<file path="config.mk">
export PLATFORM = sky130hd
export DESIGN_NAME = ipd_ipi_dest
export DESIGN_NICKNAME = d
export VERILOG_FILES = /design/src/hdl/ipd_pkg.sv /design/src/hdl/ipd_ipi_dest.sv
export SDC_FILE = /design/constraint.sdc
export NUM_CORES = 1
export LEC_CHECK = 0
export BUFFER_PORTS_ARGS = -buffer_cell sky130_fd_sc_hd__buf_2
export CAP_MARGIN = 20
export CORE_AREA = 3 3 203 205
export CTS_BUF_LIST = sky130_fd_sc_hd__clkbuf_2
export DETAILED_ROUTE_END_ITERATION = 8
export DIE_AREA = 0 0 206 208
export GPL_ROUTABILITY_DRIVEN = 1
export MAX_ROUTING_LAYER = met4
export PLACE_DENSITY = 0.59
export SKIP_CTS_REPAIR_TIMING = 1
export SYNTH_ARGS = -nofsm -noshare
export SYNTH_HDL_FRONTEND = slang
export SYNTH_SLANG_ARGS = --single-unit
</file>
<file path="constraint.sdc">
create_clock -name clock -period 2.65 [get_ports clock]
set_input_delay 0.3975 -clock clock [delete_from_list [all_inputs] [get_ports clock]]
set_output_delay 0.3975 -clock clock [all_outputs]
set_load 0.01 [all_outputs]
</file>
<file path="src/hdl/ipd_pkg.sv">
package ipd_pkg;

    // special register addresses
    localparam logic [31:0] IPD_ADDR_PHYS_ID = 32'h0000_0802;
    localparam logic [31:0] IPD_ADDR_LDR     = 32'h0000_080d;
    localparam logic [31:0] IPD_ADDR_ICR     = 32'h0000_0830;

    // identification leaves and fields
    localparam logic [31:0] IPD_LEAF_MAX      = 32'h0000_0000;
    localparam logic [31:0] IPD_LEAF_FEATURE  = 32'h0000_0001;
    localparam logic [31:0] IPD_LEAF_TOPO     = 32'h0000_000b;
    localparam logic [31:0] IPD_MAX_BASIC     = 32'h0000_000b;
    localparam int          IPD_FEAT_EXT_BIT  = 21;
    localparam int          IPD_INIT_ID_LSB   = 24;
    localparam logic [7:0]  IPD_SUB_SMT       = 8'h00;
    localparam logic [7:0]  IPD_SUB_CORE      = 8'h01;
    localparam logic [7:0]  IPD_LVL_SMT       = 8'h01;
    localparam logic [7:0]  IPD_LVL_CORE      = 8'h02;
    localparam logic [4:0]  IPD_SMT_SHIFT     = 5'h01;
    localparam logic [4:0]  IPD_CORE_SHIFT    = 5'h05;
    localparam logic [15:0] IPD_SMT_COUNT     = 16'h0002;
    localparam logic [15:0] IPD_CORE_COUNT    = 16'h0008;

    // logical id layout
    localparam int          IPD_LDR_CLUSTER_LSB  = 16;
    localparam int          IPD_PHYS_CLUSTER_LSB = 4;
    localparam logic [15:0] IPD_CLUSTER_IMPL     = 16'hffff;
    localparam logic [15:0] IPD_LOGICAL_IMPL     = 16'hffff;
    localparam logic [31:0] IPD_BROADCAST_ID     = 32'hffff_ffff;

    // command register low half: writable bits, status bit absent
    localparam logic [31:0] IPD_ICR_LOW_MASK = 32'h000c_cfff;

    // strap settle cycles after reset release
    localparam logic [1:0]  IPD_STRAP_WAIT = 2'h2;

    typedef enum logic [1:0] {
        IPD_MODE_OFF    = 2'b00,
        IPD_MODE_LEGACY = 2'b01,
        IPD_MODE_EXT    = 2'b11
    } ipd_mode_type;

    typedef struct packed {
        logic [11:0] rsvd_hi;
        logic [1:0]  shorthand;
        logic [1:0]  rsvd_mid;
        logic        trigger;
        logic        level;
        logic        rsvd_lo;
        logic        no_status;
        logic        dest_logical;
        logic [2:0]  delivery;
        logic [7:0]  vector;
    } ipd_icr_low_type;

    typedef struct packed {
        logic [31:0]     dest;
        ipd_icr_low_type low;
        logic            broadcast;
    } ipd_ipi_type;

    typedef struct packed {
        logic [31:0] eax;
        logic [31:0] ebx;
        logic [31:0] ecx;
        logic [31:0] edx;
    } ipd_id_resp_type;

endpackage

</file>
<file path="src/hdl/ipd_ipi_dest.sv">
`timescale 1ns/1ps
// How it works
// (RL1) feature leaf ECX bit 21 reports extended mode
// (RL2) topology leaf EDX returns full 32-bit id
// (RL3) initial 8-bit id equals topology EDX low byte
// (RL4) register 802H matches topology leaf EDX value
// (RL5) command low half legacy layout, no status bit
// (RL6) command destination field is 32 bits wide
// (RL7) one command write dispatches the interrupt
// (RL8) command readback is debug only, not guaranteed
// (RL9) all-ones destination means broadcast to everyone
// (RL10) logical register 32 bits, read-only to software
// (RL11) read at 80DH returns logical register
// (RL12) no flat mode, no destination format register
// (RL13) cluster in bits 31:16, logical in 15:0
// (RL14) unimplemented logical register bits read zero
// (RL15) logical = 1 << id[3:0], cluster = id[19:4]
// (RL16) logical register reloads when extended mode enters
// (RL17) legacy handoff only if all ids below 255
// (RL18) firmware parks processors with id 255 or more
// (RL19) topology leaf valid: max leaf >= 0BH, EBX nonzero
// (RL20) logical accept: cluster equal and bits overlap
module ipd_ipi_dest
    import ipd_pkg::*;
(
    // clock, reset, enable
    input  wire logic            clock,
    input  wire logic            rst,
    input  wire logic            clk_en,
    // base register state bits
    input  wire logic            base_enable,
    input  wire logic            base_extended,
    // physical id strap pins
    input  wire logic [31:0]     phys_id_pin,
    // identification instruction
    input  wire logic            id_req,
    input  wire logic [31:0]     id_leaf,
    input  wire logic [31:0]     id_subleaf,
    output ipd_id_resp_type      id_resp,
    output logic                 id_resp_valid,
    // special register access
    input  wire logic            sr_rd,
    input  wire logic            sr_wr,
    input  wire logic [31:0]     sr_addr,
    input  wire logic [63:0]     sr_wdata,
    output logic [63:0]          sr_rdata,
    output logic                 sr_done,
    output logic                 sr_fault,
    // outgoing interrupt message
    output logic                 ipi_send,
    output ipd_ipi_type          ipi_msg,
    // incoming destination check
    input  wire logic            rx_valid,
    input  wire logic            rx_logical,
    input  wire logic [31:0]     rx_dest,
    output logic                 rx_done,
    output logic                 rx_accept,
    // status
    output ipd_mode_type         mode_state,
    output logic [31:0]          phys_id_out
);

    // derive logical id from physical id, unimplemented bits cleared
    function automatic logic [31:0] ipd_derive_ldr(input logic [31:0] pid);
        logic [15:0] cluster;
        logic [15:0] logical;
        cluster = pid[IPD_PHYS_CLUSTER_LSB +: 16] & IPD_CLUSTER_IMPL;
        logical = (16'h0001 << pid[3:0]) & IPD_LOGICAL_IMPL;
        return {cluster, logical};
    endfunction

    // base register state bits to controller mode
    function automatic ipd_mode_type ipd_mode_step(input ipd_mode_type cur,
                                                   input logic en,
                                                   input logic ext);
        ipd_mode_type nxt;
        nxt = cur;
        unique case (cur)
            IPD_MODE_OFF: begin
                if (en && !ext)
                    nxt = IPD_MODE_LEGACY;
            end
            IPD_MODE_LEGACY: begin
                if (en && ext)
                    nxt = IPD_MODE_EXT;
                else if (!en && !ext)
                    nxt = IPD_MODE_OFF;
            end
            IPD_MODE_EXT: begin
                if (!en && !ext)
                    nxt = IPD_MODE_OFF;
            end
            default: nxt = IPD_MODE_LEGACY;
        endcase
        return nxt;
    endfunction

    // answer for one identification request
    function automatic ipd_id_resp_type ipd_id_answer(input logic [31:0] leaf,
                                                      input logic [31:0] sub,
                                                      input logic [31:0] pid);
        ipd_id_resp_type r;
        r = '0;
        if (leaf == IPD_LEAF_MAX) begin
            r.eax = IPD_MAX_BASIC;
        end else if (leaf == IPD_LEAF_FEATURE) begin
            r.ecx[IPD_FEAT_EXT_BIT] = 1'b1;
            r.ebx[IPD_INIT_ID_LSB +: 8] = pid[7:0];
        end else if (leaf == IPD_LEAF_TOPO) begin
            r.edx = pid;
            r.ecx[7:0] = sub[7:0];
            if (sub[31:8] == 24'h000000 && sub[7:0] == IPD_SUB_SMT) begin
                r.eax[4:0]  = IPD_SMT_SHIFT;
                r.ebx[15:0] = IPD_SMT_COUNT;
                r.ecx[15:8] = IPD_LVL_SMT;
            end else if (sub[31:8] == 24'h000000 &&
                         sub[7:0] == IPD_SUB_CORE) begin
                r.eax[4:0]  = IPD_CORE_SHIFT;
                r.ebx[15:0] = IPD_CORE_COUNT;
                r.ecx[15:8] = IPD_LVL_CORE;
            end
        end
        return r;
    endfunction

    // state
    ipd_mode_type     mode_reg;
    ipd_mode_type     mode_next;
    logic [31:0]      pin_meta_reg;
    logic [31:0]      pin_sync_reg;
    logic [1:0]       strap_wait_reg;
    logic             strap_done_reg;
    logic [31:0]      phys_id_reg;
    logic [31:0]      ldr_reg;
    ipd_icr_low_type  icr_low_reg;
    logic [31:0]      icr_dest_reg;
    ipd_id_resp_type  id_resp_reg;
    logic             id_valid_reg;
    logic [63:0]      rdata_reg;
    logic             done_reg;
    logic             fault_reg;
    logic             send_reg;
    ipd_ipi_type      msg_reg;
    logic             rx_done_reg;
    logic             rx_accept_reg;

    // decode
    wire logic            in_ext;
    wire logic            enter_ext;
    wire logic            hit_phys;
    wire logic            hit_ldr;
    wire logic            hit_icr;
    wire logic            access;
    wire logic            icr_write;
    wire logic            bad_access;
    wire logic [63:0]     read_value;
    wire ipd_icr_low_type wr_low;
    wire logic            wr_bcast;
    wire logic            rx_bcast;
    wire logic            rx_phys_hit;
    wire logic            rx_log_hit;
    wire ipd_id_resp_type id_answer;

    // mode tracking and extended-mode entry edge
    assign mode_next = ipd_mode_step(mode_reg, base_enable, base_extended);
    assign in_ext    = (mode_reg == IPD_MODE_EXT);
    assign enter_ext = (mode_next == IPD_MODE_EXT) && !in_ext;

    // register decode; no flat mode so no format register is mapped
    assign hit_phys   = (sr_addr == IPD_ADDR_PHYS_ID);
    assign hit_ldr    = (sr_addr == IPD_ADDR_LDR);          // [RL11] [RL12]
    assign hit_icr    = (sr_addr == IPD_ADDR_ICR);
    assign access     = sr_rd || sr_wr;
    assign icr_write  = sr_wr && in_ext && hit_icr;          // [RL7]
    assign bad_access = !in_ext || !(hit_phys || hit_ldr || hit_icr) ||
                        (sr_wr && !hit_icr);                 // [RL10]

    // read mux; readback of command is stored value only
    assign read_value =
        hit_phys ? {32'h0000_0000, phys_id_reg} :            // [RL4]
        hit_ldr  ? {32'h0000_0000, ldr_reg} :                // [RL11]
        hit_icr  ? {icr_dest_reg, icr_low_reg} :             // [RL8]
                   64'h0000_0000_0000_0000;

    // command write fields; status and reserved bits dropped
    assign wr_low   = ipd_icr_low_type'(sr_wdata[31:0] &
                                        IPD_ICR_LOW_MASK);  // [RL5]
    assign wr_bcast = (sr_wdata[63:32] == IPD_BROADCAST_ID); // [RL9]

    // receive-side destination match
    assign rx_bcast    = (rx_dest == IPD_BROADCAST_ID);      // [RL9]
    assign rx_phys_hit = (rx_dest == phys_id_reg);
    assign rx_log_hit  =
        (rx_dest[31:IPD_LDR_CLUSTER_LSB] ==
         ldr_reg[31:IPD_LDR_CLUSTER_LSB]) &&
        |(rx_dest[IPD_LDR_CLUSTER_LSB-1:0] &
          ldr_reg[IPD_LDR_CLUSTER_LSB-1:0]);                 // [RL20] [RL13]

    // identification answer from the captured id
    assign id_answer = ipd_id_answer(id_leaf, id_subleaf,
                                     phys_id_reg);           // [RL1] [RL2]

    // strap synchroniser
    always_ff @(posedge clock) begin
        if (rst) begin
            pin_meta_reg <= '0;
            pin_sync_reg <= '0;
        end else if (clk_en) begin
            pin_meta_reg <= phys_id_pin;
            pin_sync_reg <= pin_meta_reg;
        end
    end

    // physical id captured once after reset release
    always_ff @(posedge clock) begin
        if (rst) begin
            strap_wait_reg <= '0;
            strap_done_reg <= 1'b0;
            phys_id_reg    <= '0;
        end else if (clk_en && !strap_done_reg) begin
            if (strap_wait_reg == IPD_STRAP_WAIT) begin
                phys_id_reg    <= pin_sync_reg;
                strap_done_reg <= 1'b1;
            end else begin
                strap_wait_reg <= strap_wait_reg + 2'h1;
            end
        end
    end

    // mode and logical id, reloaded on each entry to extended mode
    always_ff @(posedge clock) begin
        if (rst) begin
            mode_reg <= IPD_MODE_LEGACY;
            ldr_reg  <= '0;
        end else if (clk_en) begin
            mode_reg <= mode_next;
            if (enter_ext)
                ldr_reg <= ipd_derive_ldr(phys_id_reg); // [RL16] [RL15] [RL14]
        end
    end

    // command register storage, 32-bit destination
    always_ff @(posedge clock) begin
        if (rst) begin
            icr_low_reg  <= '0;
            icr_dest_reg <= '0;
        end else if (clk_en) begin
            if (enter_ext)
                icr_dest_reg <= '0;
            else if (icr_write) begin
                icr_low_reg  <= wr_low;                      // [RL5]
                icr_dest_reg <= sr_wdata[63:32];             // [RL6]
            end
        end
    end

    // one-shot dispatch on a single command write
    always_ff @(posedge clock) begin
        if (rst) begin
            send_reg <= 1'b0;
            msg_reg  <= '0;
        end else if (clk_en) begin
            send_reg <= icr_write;                           // [RL7]
            if (icr_write) begin
                msg_reg.low       <= wr_low;
                msg_reg.dest      <= sr_wdata[63:32];        // [RL6]
                msg_reg.broadcast <= wr_bcast;               // [RL9]
            end
        end
    end

    // special register answer, one cycle after the request
    always_ff @(posedge clock) begin
        if (rst) begin
            rdata_reg <= '0;
            done_reg  <= 1'b0;
            fault_reg <= 1'b0;
        end else if (clk_en) begin
            done_reg  <= access;
            fault_reg <= access && bad_access;               // [RL10]
            if (sr_rd && !sr_wr && !bad_access)
                rdata_reg <= read_value;
            else if (access)
                rdata_reg <= '0;
        end
    end

    // identification answer, one cycle after the request
    always_ff @(posedge clock) begin
        if (rst) begin
            id_resp_reg  <= '0;
            id_valid_reg <= 1'b0;
        end else if (clk_en) begin
            id_valid_reg <= id_req;
            if (id_req)
                id_resp_reg <= id_answer;                    // [RL3]
        end
    end

    // destination check for incoming messages
    always_ff @(posedge clock) begin
        if (rst) begin
            rx_done_reg   <= 1'b0;
            rx_accept_reg <= 1'b0;
        end else if (clk_en) begin
            rx_done_reg <= rx_valid;
            if (rx_valid)
                rx_accept_reg <= in_ext &&
                    (rx_bcast ||                             // [RL9]
                     (rx_logical ? rx_log_hit : rx_phys_hit)); // [RL20]
        end
    end

    // outputs straight from flops
    assign id_resp       = id_resp_reg;
    assign id_resp_valid = id_valid_reg;
    assign sr_rdata      = rdata_reg;
    assign sr_done       = done_reg;
    assign sr_fault      = fault_reg;
    assign ipi_send      = send_reg;
    assign ipi_msg       = msg_reg;
    assign rx_done       = rx_done_reg;
    assign rx_accept     = rx_accept_reg;
    assign mode_state    = mode_reg;
    assign phys_id_out   = phys_id_reg;

endmodule

</file>
==> flow_summary.yaml <==
timing:
  worstMarginPinSlew_ns: 0.660
  rsz0062_at_grt: "no"
  fin_tns_setup_ns: 0
  setup_violations: 0
  max_freq_ghz: 0.402
  fin_skew_ns: 0.0935
  finalHoldViolCount: 0
  final.min_clock_period_ns: 2.49
  report.final.slew_viol_count: 0
  finalCritPeriodShare_pct: 93.8
  relSlewSlack_pct: 56.0
worst_setup_path:
  worstPathArrival_ns: 3.41
  path_cells: "dlygate4sd3_1 -> buf_2 -> nor4_1 -> dlygate4sd3_1 -> nand2_1 -> dlygate4sd3_1 -> nor4_1 -> nand4_1 -> a21oi_1"
  r2r_cells: 7
  r2r_slack_ns: 0.27
  cp_data_required_time_ns: 3.57
  rr_startpoint: "ldr_reg[19]$_SDFFE_PP0P_"
  rr_endpoint: "rx_accept$_SDFFE_PP0P_"
  max_stage_delay_ns: 0.58
  endpoint_kind: "register"
  worstPathMaxFanout: 3
  slowest_stage: "dlygate4sd3_1"
  start_kind: "primary input"
  crit_type: "primary input to register"
  cpMostUsedCell: "dlygate4sd3_1"
floorplan:
  coreArea_mm2: 0.0396
  die_height_um: 208
  io_pins: 531
  start_util_pct: 35.6
  dieArea_mm2: 0.0428
  die-width_um: 206
  row_count: 73
run_status:
  status: "complete, no violations"
placement:
  place_congestion: 0.959
  hpwl_um: 38600
  io_buffers: 427
  dpl_cell_area_mm2: 0.0166
  place_inst: 2507
grt:
  grt_busiest_layer: "met2"
  antenna_found_initial: 4
  grtUsageTotal_pct: 24.3
  met2_usage_pct: 36.8
  grt_pass1_wl_um: 77400
  gr-usage-met1_pct: 31.5
  overflow: 0
  met3_usage_pct: 6.23
  grt_max_degree: 113
  grt_pass1_vias: 12847
cells_and_area:
  drive_above_1_share_pct: 27.7
  final_area_mm2: 0.0192
  post-route-util_pct: 48.3
  stdcell_count: 2843
  syn2layout_area_growth_pct: 35.8
  final_nets: 2474
  fillerInstances: 3924
  largest_reg_flops: 64
drt:
  wirelength_um: 54300
  drt_iter0_markers: 1119
  post-route-drc-count: 0
  wl_per_cell_um: 19.1
  ant_nets: 0
  vias: 14195
  firstDrtPassIters: 5
  viasPerCell: 4.99
yosys:
  synth_enable_flop_cells: 0
  ys_ff_latch: 353
  synth-main-ff-cell: "dfxtp_1"
  postSynth.asyncResetShare_pct: 0
  syn_area_mm2: 0.0141
  seq_area_frac_synth_pct: 50.1
  yosysWarningCount: 0
  avgSynthCellArea_um2: 8.70
  yosysUniqueCellTypes: 48
  syn_inst: 1621
cts:
  cts_root_buffer: "clkbuf_2"
  path_clk_slew_ns: 0.10
  h-tree-depth: 3
  cts_buffers: 96
  clk_latency_ns: 1.02
  clock_sinks: 353
  cts_tree: "built"
  clockBufferDepth: 3
run:
  drv_cap: 0
power_and_ir_drop:
  power.density_mw_per_mm2: 549
  ir_drop_v: 0.000344
  leakage_nw: 8.41
worst_hold_path:
  hold_path_end: "sr_fault$_SDFFE_PP0P_"
  hold_path_class: "primary input to register"
  hp-start: "sr_wr"
  hold_depth: 5
## area by class of cell
cell class | instances | area [um2] | area share [%]
Clock inverter | 32 | 245 | 1.28
Inverter | 4 | 15.0 | 0.0784
Sequential cell | 353 | 7070 | 36.9
Multi-Input combinational cell | 1145 | 6240 | 32.6
Tap cell | 525 | 657 | 3.43
Clock buffer | 141 | 706 | 3.68
Antenna cell | 4 | 10.0 | 0.0523
Timing Repair Buffer | 639 | 4210 | 22.0
## metal layers
layer  wire [um]  up-vias
li1            -     6750
met1       23600     6740
met2       25100      608
met3        4240       97
met4        1450        0
met5           0        -
## cell usage in the layout, fill, tap and decap left out, types with 5 or more instances in the layout
cell           instances
dlygate4sd3_1        159
nand3_1               47
clkinv_1              24
xor2_1                 5
a221oi_1              20
o21ai_0               14
dfxtp_1              353
a21oi_1              169
nand2_1              263
buf_2                425
nor3_1                15
nor2_1               185
buf_12                 6
clkbuf_2             141
conb_1                87
o31ai_1               17
nand4_1               34
mux2i_1               70
nand2b_1               8
xnor2_1               44
a22oi_1               91
nor4_1                27
buf_4                 48
o21ai_1                5
## cells in the mapped netlist (17+ instances only)
library cell | number | share of area (%)
o31ai_1 | 17 | 0.90
buf_4 | 91 | 4.8
nor2_1 | 185 | 4.9
a21oi_1 | 169 | 6.0
nand4_1 | 34 | 1.5
nor4_1 | 28 | 1.2
a221oi_1 | 20 | 1.2
nand2_1 | 264 | 7.0
nand3_1 | 47 | 1.7
a22oi_1 | 91 | 4.8
xnor2_1 | 44 | 2.7
dfxtp_1 | 353 | 50
mux2i_1 | 70 | 5.0
clkbuf_1 | 99 | 2.6
## worst max-delay path by stage
| stage | startpoint | end | slack (ns) | cells past startpoint |
|---|---|---|---|---|
| 2_1_floorplan | sr_addr[18] | ipi_msg[62]$_SDFFE_PP0P_ | 0.60 | 8 |
| 3_3_place_gp | sr_addr[13] | icr_dest_reg[22]$_SDFFE_PP0P_ | 0.37 | 7 |
| 3_5_place_dp | sr_addr[13] | icr_dest_reg[0]$_SDFFE_PP0P_ | 0.33 | 8 |
| 4_1_cts | phys_id_out[0]$_SDFFE_PP0P_ | phys_id_out[0] | 0.04 | 2 |
| 5_1_grt | phys_id_out[0]$_SDFFE_PP0P_ | phys_id_out[0] | 0.03 | 2 |
| 6_report | id_subleaf[23] | id_resp[41]$_SDFFE_PP0P_ | 0.16 | 9 |
## report_power, final
| part | switching [W] | internal, W | total [W] |
|---|---|---|---|
| logic | 0.000514 | 0.000407 | 0.000921 |
| clock network | 0.00236 | 0.00183 | 0.00419 |
| registers | 0.0000461 | 0.00537 | 0.00541 |
## worst max-delay path: cells and delay by family
kind,cells,cell delay (ns)
buffers and inverters,4,1.79
AND/OR/NAND/NOR,4,1.02
AO/OA/AOI/OAI,1,0.20
## stage by stage
step	hold WS [ns]	setup WS [ns]	power, W
2_1_floorplan	0.431	0.595	0.00600
3_3_place_gp	0.433	0.368	0.00627
4_1_cts	-0.576	0.0413	0.0105
3_5_place_dp	0.435	0.328	0.00628
6_report	0.0305	0.164	0.0105
5_1_grt	0.00432	0.0345	0.0110
## kinds of logic after synthesis
group	after synthesis	synth area share (%)
and+or+nand+nor	608	19.1
DFF	353	50.1
AOI/OAI and AO/OA	330	14.5
buffers and inverters	209	8.22
muxes	70	4.97
xor gates and xnor gates	49	3.04
adders and majority gates	1	0.0887
other	1	0.0266
Note: power is estimated with default switching activity, not from simulation.
